--- config.mk ---
export PLATFORM = sky130hd
export DESIGN_NAME = kwit_timer
export DESIGN_NICKNAME = d
export VERILOG_FILES = /design/src/kwit_prescaler.v /design/src/kwit_stretch.v /design/src/kwit_timer.v
export VERILOG_INCLUDE_DIRS = /design/src /design/src/src
export SDC_FILE = /design/constraint.sdc
export NUM_CORES = 1
export LEC_CHECK = 0
export BUFFER_PORTS_ARGS = -buffer_cell sky130_fd_sc_hd__buf_4
export CAP_MARGIN = 20
export CORE_ASPECT_RATIO = 1.5
export CORE_UTILIZATION = 35
export DETAILED_ROUTE_END_ITERATION = 10
export PLACE_DENSITY = 0.61
export SLEW_MARGIN = 20
export SYNTH_ARGS = -nofsm -noshare
export SYNTH_HDL_FRONTEND = slang
export SYNTH_SLANG_ARGS = --single-unit
--- constraint.sdc ---
create_clock -name sys_clk_in -period 2.6 [get_ports sys_clk_in]
set_input_delay 0.52 -clock sys_clk_in [delete_from_list [all_inputs] [get_ports sys_clk_in]]
set_output_delay 0.52 -clock sys_clk_in [all_outputs]
set_load 0.02 [all_outputs]
--- src/kwit_map.vh ---
/*
 * Address map, field positions, reset values and timing counts of the
 * keyed watchdog / interval timer.
 * Assumes inclusion by bare name from the design files.
 */
`ifndef KWIT_MAP_VH
`define KWIT_MAP_VH

// ----------------------------------------------------------------
// bus addresses
// ----------------------------------------------------------------
`define KWIT_ADDR_TCS_RD 32'hffff8610
`define KWIT_ADDR_CNT_RD 32'hffff8611
`define KWIT_ADDR_KEY_WR 32'hffff8610
`define KWIT_ADDR_RCS_WR 32'hffff8612
`define KWIT_ADDR_RCS_RD 32'hffff8613

// ----------------------------------------------------------------
// write keys
// ----------------------------------------------------------------
`define KWIT_KEY_5A 8'h5a
`define KWIT_KEY_A5 8'ha5

// ----------------------------------------------------------------
// field positions
// ----------------------------------------------------------------
`define KWIT_BIT_OVF 7
`define KWIT_BIT_MODE 6
`define KWIT_BIT_RUN 5
`define KWIT_BIT_WATCHDOG_OVERFLOW_FLAG 7
`define KWIT_BIT_RESET_ENABLE 6

// ----------------------------------------------------------------
// reset values and fixed read bits
// ----------------------------------------------------------------
`define KWIT_CNT_RESET 8'h00
`define KWIT_TCS_RESET 8'h18
`define KWIT_TCS_FIXED 8'h18
`define KWIT_RCS_RESET 8'h1f
`define KWIT_RCS_FIXED 8'h1f
`define KWIT_CNT_MAX 8'hff

// ----------------------------------------------------------------
// timing counts in system clock cycles
// ----------------------------------------------------------------
`define KWIT_OVF_PULSE_CYC 128
`define KWIT_CHIP_RST_CYC 512

`endif

--- src/kwit_prescaler.v ---
/*
 * Free-running system clock divider giving a one-cycle count enable
 * at clk/2 .. clk/8192 chosen by a 3-bit select.
 * Assumes the select is only changed while the counter is stopped.
 */
`timescale 1ns/1ps

module kwit_prescaler #(
    parameter WIDTH = 13
) (
    input wire sys_clk_in,
    input wire rst_n_in,
    input wire [2:0] sel_in,
    output wire tick_out
);

    reg [WIDTH-1:0] div_r;
    reg [WIDTH-1:0] mask;

    always @(posedge sys_clk_in or negedge rst_n_in) begin
        if (!rst_n_in) begin
            div_r <= {WIDTH{1'b0}};
        end else begin
            div_r <= div_r + {{(WIDTH-1){1'b0}}, 1'b1};
        end
    end

    // low bits that must all be one for the selected ratio
    always @* begin
        case (sel_in)
            3'h0: mask = 13'h0001;
            3'h1: mask = 13'h003f;
            3'h2: mask = 13'h007f;
            3'h3: mask = 13'h00ff;
            3'h4: mask = 13'h01ff;
            3'h5: mask = 13'h03ff;
            3'h6: mask = 13'h0fff;
            3'h7: mask = 13'h1fff;
            default: mask = 13'h0001;
        endcase
    end

    assign tick_out = ((div_r & mask) == mask);

endmodule // kwit_prescaler

--- src/kwit_stretch.v ---
/*
 * One-shot pulse stretcher: a start pulse holds the output high for
 * LEN clock cycles; clear drops it at once.
 * Assumes start and clear come from the same clock domain.
 */
`timescale 1ns/1ps

module kwit_stretch #(
    parameter LEN = 128,
    parameter CW = 10
) (
    input wire sys_clk_in,
    input wire rst_n_in,
    input wire clear_in,
    input wire start_in,
    output wire active_out
);

    reg [CW-1:0] cnt_r;

    always @(posedge sys_clk_in or negedge rst_n_in) begin
        if (!rst_n_in) begin
            cnt_r <= {CW{1'b0}};
        end else if (clear_in) begin
            cnt_r <= {CW{1'b0}};
        end else if (start_in) begin
            cnt_r <= LEN[CW-1:0];
        end else if (cnt_r != {CW{1'b0}}) begin
            cnt_r <= cnt_r - {{(CW-1){1'b0}}, 1'b1};
        end
    end

    assign active_out = (cnt_r != {CW{1'b0}});

endmodule // kwit_stretch

--- src/kwit_timer.v ---
/*
 * Keyed watchdog / interval timer: 8-bit counter on a prescaled clock,
 * keyed word writes, byte reads, overflow pulse and internal chip reset.
 * Assumes a single-cycle CPU bus strobe on sys_clk_in, a pin reset that
 * is asynchronous to it, and a standby level from on-chip logic.
 */
`timescale 1ns/1ps
`include "kwit_map.vh"

module kwit_timer (
    input wire sys_clk_in,
    input wire rst_n_in,
    input wire ext_reset_pin_n_in,
    input wire standby_in,
    input wire [31:0] bus_addr_in,
    input wire [15:0] bus_wdata_in,
    input wire bus_wr_in,
    input wire bus_rd_in,
    input wire bus_word_in,
    output wire [7:0] bus_rdata_out,
    output wire external_overflow_n_out,
    output wire chip_reset_n_out,
    output wire interval_interrupt_out
);

    // ----------------------------------------------------------------
    // pin reset synchroniser
    // ----------------------------------------------------------------
    reg pin_meta_r;
    reg pin_sync_r;
    wire pin_rst;

    always @(posedge sys_clk_in or negedge rst_n_in) begin
        if (!rst_n_in) begin
            pin_meta_r <= 1'b1;
            pin_sync_r <= 1'b1;
        end else begin
            pin_meta_r <= ext_reset_pin_n_in;
            pin_sync_r <= pin_meta_r;
        end
    end

    assign pin_rst = ~pin_sync_r;

    // ----------------------------------------------------------------
    // registers
    // ----------------------------------------------------------------
    reg [7:0] watchdog_counter_r;
    reg [7:0] watchdog_counter_nxt;
    reg interval_overflow_flag_r;
    reg mode_select_r;
    reg timer_run_r;
    reg [2:0] clock_select_r;
    reg watchdog_overflow_flag_r;
    reg reset_enable_r;
    reg ovf_seen_r;
    reg watchdog_overflow_flag_seen_r;
    reg [7:0] rdata_r;

    wire tick;
    wire overflow;
    wire wd_overflow;
    wire it_overflow;
    wire own_reset;
    wire word_wr;
    wire key_wr;
    wire cnt_load;
    wire tcs_load;
    wire rcs_wr;
    wire watchdog_overflow_flag_clear;
    wire reset_enable_load;
    wire [7:0] tcs_view;
    wire [7:0] rcs_view;
    wire rd_tcs;
    wire rd_cnt;
    wire rd_rcs;

    kwit_prescaler #(
        .WIDTH(13)
    ) u_presc (
        .sys_clk_in(sys_clk_in),
        .rst_n_in(rst_n_in),
        .sel_in(clock_select_r),
        .tick_out(tick)
    );

    // ----------------------------------------------------------------
    // write decode
    // ----------------------------------------------------------------
    assign word_wr = bus_wr_in & bus_word_in;
    assign key_wr = word_wr & (bus_addr_in == `KWIT_ADDR_KEY_WR);
    assign cnt_load = key_wr & (bus_wdata_in[15:8] == `KWIT_KEY_5A);
    assign tcs_load = key_wr & (bus_wdata_in[15:8] == `KWIT_KEY_A5);
    assign rcs_wr = word_wr & (bus_addr_in == `KWIT_ADDR_RCS_WR);
    assign watchdog_overflow_flag_clear = rcs_wr & (bus_wdata_in == {`KWIT_KEY_A5, 8'h00}) & watchdog_overflow_flag_seen_r;
    assign reset_enable_load = rcs_wr & (bus_wdata_in[15:8] == `KWIT_KEY_5A);

    // ----------------------------------------------------------------
    // overflow detection
    // ----------------------------------------------------------------
    // a counter load in the tick cycle masks the wrap as well as the step; a control write masks the wrap only
    assign overflow = timer_run_r & tick & ~cnt_load & ~tcs_load
        & (watchdog_counter_r == `KWIT_CNT_MAX);
    assign wd_overflow = overflow & mode_select_r & ~pin_rst;
    assign it_overflow = overflow & ~mode_select_r;
    assign own_reset = wd_overflow;

    // ----------------------------------------------------------------
    // counter
    // ----------------------------------------------------------------
    always @* begin
        watchdog_counter_nxt = watchdog_counter_r;
        if (pin_rst || own_reset) begin
            watchdog_counter_nxt = `KWIT_CNT_RESET;
        end else if (!timer_run_r) begin
            // a stopped counter holds 00 even against a keyed load
            watchdog_counter_nxt = `KWIT_CNT_RESET;
        end else if (cnt_load) begin
            watchdog_counter_nxt = bus_wdata_in[7:0];
        end else if (tick) begin
            watchdog_counter_nxt = watchdog_counter_r + 8'h01;
        end
    end

    always @(posedge sys_clk_in or negedge rst_n_in) begin
        if (!rst_n_in) begin
            watchdog_counter_r <= `KWIT_CNT_RESET;
        end else begin
            watchdog_counter_r <= watchdog_counter_nxt;
        end
    end

    // ----------------------------------------------------------------
    // timer control/status
    // ----------------------------------------------------------------
    always @(posedge sys_clk_in or negedge rst_n_in) begin
        if (!rst_n_in) begin
            interval_overflow_flag_r <= 1'b0;
            mode_select_r <= 1'b0;
            timer_run_r <= 1'b0;
            clock_select_r <= 3'h0;
            ovf_seen_r <= 1'b0;
        end else if (pin_rst || own_reset) begin
            interval_overflow_flag_r <= 1'b0;
            mode_select_r <= 1'b0;
            timer_run_r <= 1'b0;
            clock_select_r <= 3'h0;
            ovf_seen_r <= 1'b0;
        end else if (standby_in) begin
            interval_overflow_flag_r <= 1'b0;
            mode_select_r <= 1'b0;
            timer_run_r <= 1'b0;
            ovf_seen_r <= 1'b0;
        end else begin
            if (it_overflow) begin
                interval_overflow_flag_r <= 1'b1;
            end else if (tcs_load && ovf_seen_r && !bus_wdata_in[`KWIT_BIT_OVF]) begin
                interval_overflow_flag_r <= 1'b0;
            end
            if (tcs_load) begin
                mode_select_r <= bus_wdata_in[`KWIT_BIT_MODE];
                timer_run_r <= bus_wdata_in[`KWIT_BIT_RUN];
                clock_select_r <= bus_wdata_in[2:0];
                ovf_seen_r <= 1'b0;
            end else if (rd_tcs && interval_overflow_flag_r) begin
                ovf_seen_r <= 1'b1;
            end
        end
    end

    // ----------------------------------------------------------------
    // reset control/status
    // ----------------------------------------------------------------
    always @(posedge sys_clk_in or negedge rst_n_in) begin
        if (!rst_n_in) begin
            watchdog_overflow_flag_r <= 1'b0;
            reset_enable_r <= 1'b0;
            watchdog_overflow_flag_seen_r <= 1'b0;
        end else if (pin_rst || standby_in) begin
            watchdog_overflow_flag_r <= 1'b0;
            reset_enable_r <= 1'b0;
            watchdog_overflow_flag_seen_r <= 1'b0;
        end else begin
            if (wd_overflow) begin
                watchdog_overflow_flag_r <= 1'b1;
            end else if (watchdog_overflow_flag_clear) begin
                watchdog_overflow_flag_r <= 1'b0;
            end
            if (reset_enable_load) begin
                reset_enable_r <= bus_wdata_in[`KWIT_BIT_RESET_ENABLE];
            end
            if (watchdog_overflow_flag_clear) begin
                watchdog_overflow_flag_seen_r <= 1'b0;
            end else if (rd_rcs && watchdog_overflow_flag_r) begin
                watchdog_overflow_flag_seen_r <= 1'b1;
            end
        end
    end

    // ----------------------------------------------------------------
    // read path
    // ----------------------------------------------------------------
    assign tcs_view = {interval_overflow_flag_r, mode_select_r, timer_run_r, 2'b11,
        clock_select_r} | `KWIT_TCS_FIXED;
    assign rcs_view = {watchdog_overflow_flag_r, reset_enable_r, 6'h00}
        | `KWIT_RCS_FIXED;
    assign rd_tcs = bus_rd_in & ~bus_word_in & (bus_addr_in == `KWIT_ADDR_TCS_RD);
    assign rd_cnt = bus_rd_in & ~bus_word_in & (bus_addr_in == `KWIT_ADDR_CNT_RD);
    assign rd_rcs = bus_rd_in & ~bus_word_in & (bus_addr_in == `KWIT_ADDR_RCS_RD);

    always @(posedge sys_clk_in or negedge rst_n_in) begin
        if (!rst_n_in) begin
            rdata_r <= 8'h00;
        end else if (rd_tcs) begin
            rdata_r <= tcs_view;
        end else if (rd_cnt) begin
            rdata_r <= watchdog_counter_r;
        end else if (rd_rcs) begin
            rdata_r <= rcs_view;
        end else if (bus_rd_in) begin
            rdata_r <= 8'h00;
        end
    end

    assign bus_rdata_out = rdata_r;

    // ----------------------------------------------------------------
    // overflow pulse and chip reset
    // ----------------------------------------------------------------
    wire ovf_pulse;
    wire chip_rst;

    kwit_stretch #(
        .LEN(`KWIT_OVF_PULSE_CYC),
        .CW(10)
    ) u_ovf_pulse (
        .sys_clk_in(sys_clk_in),
        .rst_n_in(rst_n_in),
        .clear_in(pin_rst),
        .start_in(wd_overflow),
        .active_out(ovf_pulse)
    );

    kwit_stretch #(
        .LEN(`KWIT_CHIP_RST_CYC),
        .CW(10)
    ) u_chip_rst (
        .sys_clk_in(sys_clk_in),
        .rst_n_in(rst_n_in),
        .clear_in(pin_rst),
        .start_in(wd_overflow & reset_enable_r),
        .active_out(chip_rst)
    );

    assign external_overflow_n_out = ~ovf_pulse;
    assign chip_reset_n_out = ~chip_rst;
    assign interval_interrupt_out = interval_overflow_flag_r;

endmodule // kwit_timer

== After elaboration in Yosys (flattened, before gate mapping) ==
Memory sizes are Yosys's and may differ from the RTL's.
Cells that the tools add are included.
W data, S select, Z words.

* Add/sub/neg operators: 4
* Equal/unequal tests: 13
* Muxes and demuxes: 39
* Bitwise gates (word level): 28
* Reduce and logical (&&, ||, !) cells: 18

{| class="wikitable"
|+ Operators with widths
! operator !! count
|-
| $eq A32 B32 Y1 const B || 4
|-
| $mux W8 || 8
|-
| $mux W10 || 6
|-
| $mux W1 || 22
|-
| $and A1 B1 Y1 || 20
|-
| $reduce_bool A10 Y1 || 2
|-
| $sub A10 B1 Y10 const B || 2
|-
| $eq A16 B16 Y1 const B || 1
|-
| $eq A8 B8 Y1 const B || 2
|-
| $add A13 B1 Y13 const B || 1
|-
| $and A13 B13 Y13 || 1
|-
| $eq A13 B13 Y1 || 1
|-
| $reduce_bool A4 Y1 || 3
|-
| $mux W3 || 3
|-
| $reduce_bool A3 Y1 || 3
|-
| $add A8 B1 Y8 const B || 1
|-
| $eq A8 B7 Y1 const B || 1
|-
| $not A1 Y1 || 7
|-
| $ne A3 B1 Y1 const B || 2
|-
| $logic_and A1 B1 Y1 || 4
|-
| $ne A4 B1 Y1 const B || 1
|-
| $reduce_bool A2 Y1 || 2
|-
| $logic_or A1 B1 Y1 || 2
|-
| $ne A2 B1 Y1 const B || 1
|-
| 2 further kinds || 2
|}

* Flip-flop bits (word level): 61
* Bits in read-only memories: 96
* Output and inout bits: 11
* Word-level logic and storage cells: 118
* Memories: 1

{| class="wikitable"
|+ Memories
! memory !! depth !! width !! read ports !! clocked after memory_dff !! wr ports !! RTL line !! RTL
|-
| (no name shown) || 8 || 12 || 1 || 0 || 0 || kwit_prescaler.v:30 || <nowiki>case (sel_in)</nowiki>
|}

== Longest topological paths before layout ==
Gate-level depths: netlist (run 1).

* Depth in word-level cells: 12
* Gate-level depth with buffers: 8
* Depth with buffers taken out: 7

== By module ==
From an unflattened synthesis (run 1), not the netlist that was laid out.

* Cells, all modules: 352
* Area total of the unflattened synthesis: 3504.6 um^2

{| class="wikitable"
|+ By module, submodules not included
! module !! instances !! cells each !! area each (um^2)
|-
| kwit_timer || 1 || 178 || 1770.4
|-
| kwit_prescaler || 1 || 53 || 594.3
|-
| kwit_stretch (u_ovf_pulse) || 1 || 62 || 575.6
|-
| kwit_stretch (u_chip_rst) || 1 || 59 || 564.3
|}

== Worst setup path before layout (run 1) ==
Ideal clock, no wire load.

* Path kind: register to output
* From: register u_chip_rst.cnt_r[4]
* To: output port chip_reset_n_out
* Arrival: 1982 ps
* Setup slack: 98 ps
* Cell stages (with the launch flop): 6
* Buffers on the path: 1
* Cell sequence: dfrtp_1 or4_1 or4_1 or3_1 buf_2 inv_1

* Longest elaborated chain between the ends: 2

{| class="wikitable"
|+ Ends and longest elaborated chain
! element !! RTL line !! RTL
|-
| start: declaration || kwit_stretch.v:19 || <nowiki>reg [CW-1:0] cnt_r;</nowiki>
|-
| start signal: assignment || kwit_stretch.v:23 || <nowiki>cnt_r <= {CW{1'b0}};</nowiki>
|-
| start signal: assignment || kwit_stretch.v:25 || <nowiki>cnt_r <= {CW{1'b0}};</nowiki>
|-
| start signal: assignment || kwit_stretch.v:27 || <nowiki>cnt_r <= LEN[CW-1:0];</nowiki>
|-
| $reduce_bool A10 Y1 || kwit_stretch.v:33 || <nowiki>assign active_out = (cnt_r != {CW{1'b0}});</nowiki>
|-
| $not A1 Y1 || kwit_timer.v:256 || <nowiki>assign chip_reset_n_out = ~chip_rst;</nowiki>
|-
| end: declaration || kwit_timer.v:22 || <nowiki>output wire chip_reset_n_out,</nowiki>
|}

Every way passes these cells.

== Worst setup path in the final report (run 1) ==
Ends and elaborated chain as after synthesis.

==> impl_metrics.toml, run 1 <==
[run_status]
outcome = "complete, but fails checks"
violations = "setup timing"

[floorplanning]
core_area_um2 = 9690
die_h_um = 124
io_pins = 66
row_count = 44
start_util = 0.360
die_width_um = 83.5
dieArea_um2 = 10400

[synthesis]
synth_cells = 356
yosys_most_used_dff = "dfrtp_1"
async_reset_ff_frac = 1.00
synth.distinct_cells = 64
yosysTopAreaCell = "dfrtp_1"
yosysSeqAreaShare = 0.439
synthesis.nets = 416
ys_seq_elements = 61
yosys-top-cells-area = "dfrtp_1 (42%), xnor2_1 (4.8%), nor2_1 (4.2%), inv_1 (2.7%), nand2_1 (2.4%)"
netlist_area_um2 = 3480
synth_edf_count = 0
synth_most_common_cell = "dfrtp_1"
synth_common_cells = "dfrtp_1 (59), nor2_1 (39), inv_1 (25)"
syn-mean-instance-area_um2 = 9.78
yosys.area.top_type_share = 0.424
synth_warnings = 0

[worst_setup_path]
cp.arrival_ns = 2.20
crit_fanout = 2
cp_data_required_time_ns = 2.08
critPathLaunchType = "flop"
timing.setup.critical_path_class = "flop to primary output"
critPathCaptureType = "primary output"

[sta]
period_share = 1.05
relSlewSlack = 0.485
rsz0062_at_grt = "true"
finalSetupViolations = 1
min_period_ns = 2.72
fmax_mhz = 367
worst_slew_pin_slew_ns = 0.772
clock_skew_ns = 0.00515
setup-tns-final_ns = -0.122
maxSlewViolCount = 0
fin_ws_ns = -0.122
whs_ns = 0.250
hold_viol = 0

[layout]
nets = 504
diodes = 0
synthToLayoutAreaGrowth_pct = 30.8
drive_above_1_share = 0.283
fillCellCount = 905

[power_and_ir_drop]
cellLeakagePower_nw = 2.10
power_mw = 2.33
ir_worst_vdd_v = 0.000290
p_per_area_nw_per_um2 = 512

[drt]
via_per_inst = 5.40
vias = 3044
drt-total-wl_um = 8650
drtIter0Drc = 111
drt.antenna.violating_nets = 0
drc = 0
wl_per_cell_um = 15.3
dr.pass1.iters = 4

[place]
portBuffers = 65
hpwlAfterDp_um = 6710
place.gp.congestion = 0.841

[min_path]
min-delay-path-class = "input pin to async pin"

[cts]
clock-sinks = 61
clk_latency_ns = 0.34
clockBufferDepth = 2
cts_tree = "yes"
htreeDepth = 3
clk_pin_slew_ns = 0.05
clockRootBuffer = "clkbuf_16"
cts_made_buffers = 9

[grt]
grt_pass1_vias = 3079
grt-ovfl-total = 0
track_usage = 0.180
grt_max_degree = 62
grt_first_pass_wirelength_um = 14400
antenna_found_initial = 0

[flow_run]
cap_viol_max_count = 0
==> repair_timing <==
action,in CTS,in global routing
gates resized for setup,5,0
hold buffers,0,0
setup buffers,3,1
setup endpoints to repair,1,1
==> final cells by class <==
type                            count  area (um2)  share of cell area
Clock inverter                      3        42.5             0.00934
Timing Repair Buffer               84         634               0.139
Inverter                           26        97.6              0.0214
Clock buffer                       13         270              0.0593
Tap cell                          115         144              0.0316
Sequential cell                    61        1530               0.336
Multi-Input combinational cell    262        1840               0.404
==> worst paths after layout <==
path	cells after the start	slack, ns	endpoint	startpoint
setup reg to reg	7	0.26	u_ovf_pulse.cnt_r[6]$_DFFE_PN0P_	clock_select_r[1]$_DFFE_PN0P_
hold / removal	1	0.25	u_ovf_pulse.cnt_r[0]$_DFFE_PN0P_	rst_n_in
min in group sys_clk_in	1	0.29	pin_meta_r$_DFF_PN1_	ext_reset_pin_n_in
max in group asynchronous	1	1.83	u_chip_rst.cnt_r[7]$_DFFE_PN0P_	rst_n_in
hold reg to reg	0	0.36	pin_sync_r$_DFF_PN1_	pin_meta_r$_DFF_PN1_
setup / recovery	5	-0.12	chip_reset_n_out	u_chip_rst.cnt_r[4]$_DFFE_PN0P_
==> kinds of logic (layout without fill, tap and decap cells) <==
group,count (synthesis),after routing,synth area share
buffers and inverters,33,126,0.0366
DFF,61,61,0.439
xor gates and xnor gates,28,28,0.0704
adders and majority gates,5,5,0.0180
muxes,8,8,0.0237
and+or+nand+nor,164,164,0.285
AOI/OAI and AO/OA,57,57,0.127
==> layout by cell type, fill, tap and decap left out, types with 8 or more instances in the layout <==
cell type / synthesis / final
nand3_1: 11 / 11
dfrtp_1: 59 / 59
buf_4: 0 / 83
inv_1: 25 / 24
a21oi_1: 13 / 13
o22ai_1: 8 / 8
nand2_1: 22 / 22
nor3_1: 14 / 14
xnor2_1: 19 / 19
and3_1: 8 / 8
nor2_1: 39 / 39
xor2_1: 9 / 9
nand4_1: 12 / 12
and2_1: 9 / 9
clkbuf_16: 0 / 9
==> flip-flops by register name, summed over array words and instances (netlist names) <==
signal	flops
u_presc.div_r	13
u_chip_rst.cnt_r	10
u_ovf_pulse.cnt_r	10
bus_rdata_out	8
watchdog_counter_r	8
clock_select_r	3
interval_interrupt_out	1
mode_select_r	1
ovf_seen_r	1
pin_meta_r	1
pin_sync_r	1
reset_enable_r	1
timer_run_r	1
watchdog_overflow_flag_r	1
watchdog_overflow_flag_seen_r	1
==> routing by layer <==
layer	track usage	share of wire	wire, um
met4	0.105	0.030	259
met5	0	0	0
met3	0.0358	0.048	416
met1	0.193	0.38	3270
met2	0.330	0.54	4700
==> critical path, cell delays in order, from the launching register on <==
cell,delay (ns)
dfrtp_1,0.37
or4_4,0.54
or4_4,0.44
or3_4,0.35
inv_2,0.06
buf_6,0.10
==> stage by stage <==
step,area [um2],cells,utilization,setup WS [ns]
floorplan,3480,356,-,0.0977
global placement,4200,544,0.433,-0.00637
detailed placement,4200,544,0.433,-0.0366
CTS,4550,563,0.470,-0.145
global route,4560,564,0.470,-0.196
finish,4560,564,0.470,-0.122
==> report_power, final <==
group | internal (mW) | switching [mW] | leakage (nW) | total, mW
registers | 0.954 | 0.00255 | 0.831 | 0.956
logic | 0.0693 | 0.0701 | 1.12 | 0.139
clock network | 0.818 | 0.418 | 0.152 | 1.24
Note: power is estimated with default switching activity, not from simulation.
==> run 2, diff against run 1 <==
--- a/config.mk
+++ b/config.mk
@@ -11,4 +11,6 @@
 export CORE_ASPECT_RATIO = 1.5
+export CORE_MARGIN = 2
 export CORE_UTILIZATION = 35
 export DETAILED_ROUTE_END_ITERATION = 10
+export HOLD_SLACK_MARGIN = 0.1
 export PLACE_DENSITY = 0.61
==> constraint.sdc (replaced) <==
create_clock -name sys_clk_in -period 2.6 [get_ports sys_clk_in]
set_input_delay 0 -clock sys_clk_in [delete_from_list [all_inputs] [get_ports sys_clk_in]]
set_output_delay 0 -clock sys_clk_in [all_outputs]
set_load 0.02 [all_outputs]
==> impl_metrics.toml, run 2 (synthesized netlist as in run 1, its figures left out) <==
[run_status]
outcome = "complete, no violations"

[sta]
clock_skew_ns = 0.00366
fmax_mhz = 402
maxSlewViolCount = 0
relSlewSlack = 0.473
worst_slew_pin_slew_ns = 0.791
finalSetupViolations = 0
fin_ws_ns = 0.110
period_share = 0.958
min_period_ns = 2.49
hold_viol = 0

[grt]
antenna_found_initial = 0
grt-ovfl-total = 0
track_usage = 0.177
grt_max_degree = 62
grt_first_pass_wirelength_um = 14900
grt_pass1_vias = 3157

[drt]
dr.pass1.iters = 4
drt.antenna.violating_nets = 0
wl_per_cell_um = 15.6
drtIter0Drc = 193
via_per_inst = 5.33
drt-total-wl_um = 8810
drc = 0
vias = 3008

[cts]
cts_made_buffers = 9
clk_pin_slew_ns = 0.05
clock-sinks = 61
cts_setup_buffers = 0
clk_latency_ns = 0.33
clockBufferDepth = 2
clockRootBuffer = "clkbuf_16"
cts_tree = "yes"
htreeDepth = 3

[power_and_ir_drop]
power_mw = 2.28
ir_worst_vdd_v = 0.000365
cellLeakagePower_nw = 2.11
p_sw_uw = 487
switching_share = 0.213
seq_power_share = 0.420
clkPwrFrac = 0.513
p_per_area_nw_per_um2 = 495
combPwrFrac = 0.067
p_int_mw = 1.79

[layout]
largest_register = "u_presc.div_r"
synthToLayoutAreaGrowth_pct = 32.1
nets = 504
layout_commonest_cell = "buf_4"
diodes = 0
multi_input_area_um2 = 1870
final_cell_mix = "buf_4 (69), dfrtp_1 (59), nor2_1 (39)"
drive_above_1_share = 0.249
top_regs = "u_presc.div_r x13, u_chip_rst.cnt_r x10, u_ovf_pulse.cnt_r x10"
fillCellCount = 918
regArea_um2 = 1530
largest_register_ffs = 13

[worst_setup_path]
timing.setup.critical_path_class = "flop to flop"
cp_num_buf_inv = 2
slowest_delay_ns = 0.56
path_cells = "nor4b_2 > a21oi_2 > a2111oi_4 > buf_4 > o211ai_2 > nand3b_1 > a21oi_1 > dlygate4sd3_1"
critPathLaunchType = "flop"
cp_slowest_cell = "dlygate4sd3_1"
crit_family = "buffers and inverters"
cp.arrival_ns = 2.70
cp_data_required_time_ns = 2.81
crit_fanout = 6
critPathCaptureType = "flop"

[place]
portBuffers = 65
place.gp.congestion = 0.873
hpwlAfterDp_um = 6720
dp_slack_ns = 0.273

[floorplanning]
start_util = 0.360
io_pins = 66
die_h_um = 126
die_width_um = 85.5
row_count = 44
core_area_um2 = 9690
dieArea_um2 = 10800

[flow_run]
cap_viol_max_count = 0

[min_path]
min-delay-path-class = "input pin to flop"
-- run 2: cell types whose count changed in the layout (fill, tap and decap cells not counted), sizes merged --
cell,previous run,this run
buf,84,69
clkbuf,13,11
clkinv,2,5
clkinvlp,1,0
dlygate4sd3,0,15
-- run 2: worst register-to-register path: stages (launching register included) --
cell and delay, ns:
dfrtp_1 0.45, nor4b_2 0.32, a21oi_2 0.14, a2111oi_4 0.40
buf_4 0.21, o211ai_2 0.12, nand3b_1 0.11, a21oi_1 0.07
dlygate4sd3_1 0.56
-- run 2: final timing paths --
| kind | startpoint | endpoint | slack [ns] | cells after the start |
|---|---|---|---|---|
| worst max-delay path | clock_select_r[0]$_DFFE_PN0P_ | mode_select_r$_DFFE_PN0N_ | 0.11 | 8 |
| worst min-delay path | bus_addr_in[0] | watchdog_overflow_flag_seen_r$_DFFE_PN0P_ | 0.1 | 3 |
| worst max register to register | clock_select_r[0]$_DFFE_PN0P_ | mode_select_r$_DFFE_PN0N_ | 0.11 | 8 |
| worst min register to register | pin_meta_r$_DFF_PN1_ | pin_sync_r$_DFF_PN1_ | 0.35 | 0 |
| max in group asynchronous | rst_n_in | u_chip_rst.cnt_r[2]$_DFFE_PN0P_ | 1.78 | 2 |
| min in group asynchronous | rst_n_in | u_ovf_pulse.cnt_r[0]$_DFFE_PN0P_ | 0.28 | 2 |
-- run 2: final cells by class --
cell class / instances / area share
clock buffer: 11 / 0.0527
tap: 115 / 0.0313
sequential: 61 / 0.332
inverter: 26 / 0.0212
multi-input combinational: 262 / 0.407
clock inverter: 5 / 0.0109
timing repair buffer: 84 / 0.145
-- run 2: through the flow --
stage | area [um2] | TNS, ns | hold slack [ns] | util | cells
2_1_floorplan | 3480 | 0 | -0.296 | - | 356
3_3_place_gp | 4120 | 0 | 0.109 | 0.425 | 533
3_5_place_dp | 4120 | 0 | 0.110 | 0.425 | 533
4_1_cts | 4560 | 0 | 0.103 | 0.470 | 564
5_1_grt | 4600 | -0.00410 | 0.114 | 0.475 | 564
6_report | 4600 | 0 | 0.0995 | 0.475 | 564
-- run 2: routing by layer --
layer / global-route usage / vias up / wire length, um
met5: 0 / - / 0
met3: 0.0367 / 20 / 343
met1: 0.192 / 1440 / 3400
met4: 0.105 / 0 / 375
met2: 0.310 / 80 / 4700
li1: - / 1468 / -
-- run 2: power by group through the flow --
stage	clock network, mW	logic, mW	registers (mW)
finish	1.17	0.153	0.956
global route	1.24	0.169	0.955
CTS	1.19	0.155	0.956
detailed placement	0	0.140	0.972
global placement	0	0.138	0.972
floorplan	0	0.0361	0.971
-- run 2: what timing repair did --
item | 4_1_cts | 5_1_grt
hold endpoints to repair | 85 | 0
gates resized for setup | 0 | 7
setup endpoints to repair | 0 | 2
hold buffers | 15 | 0
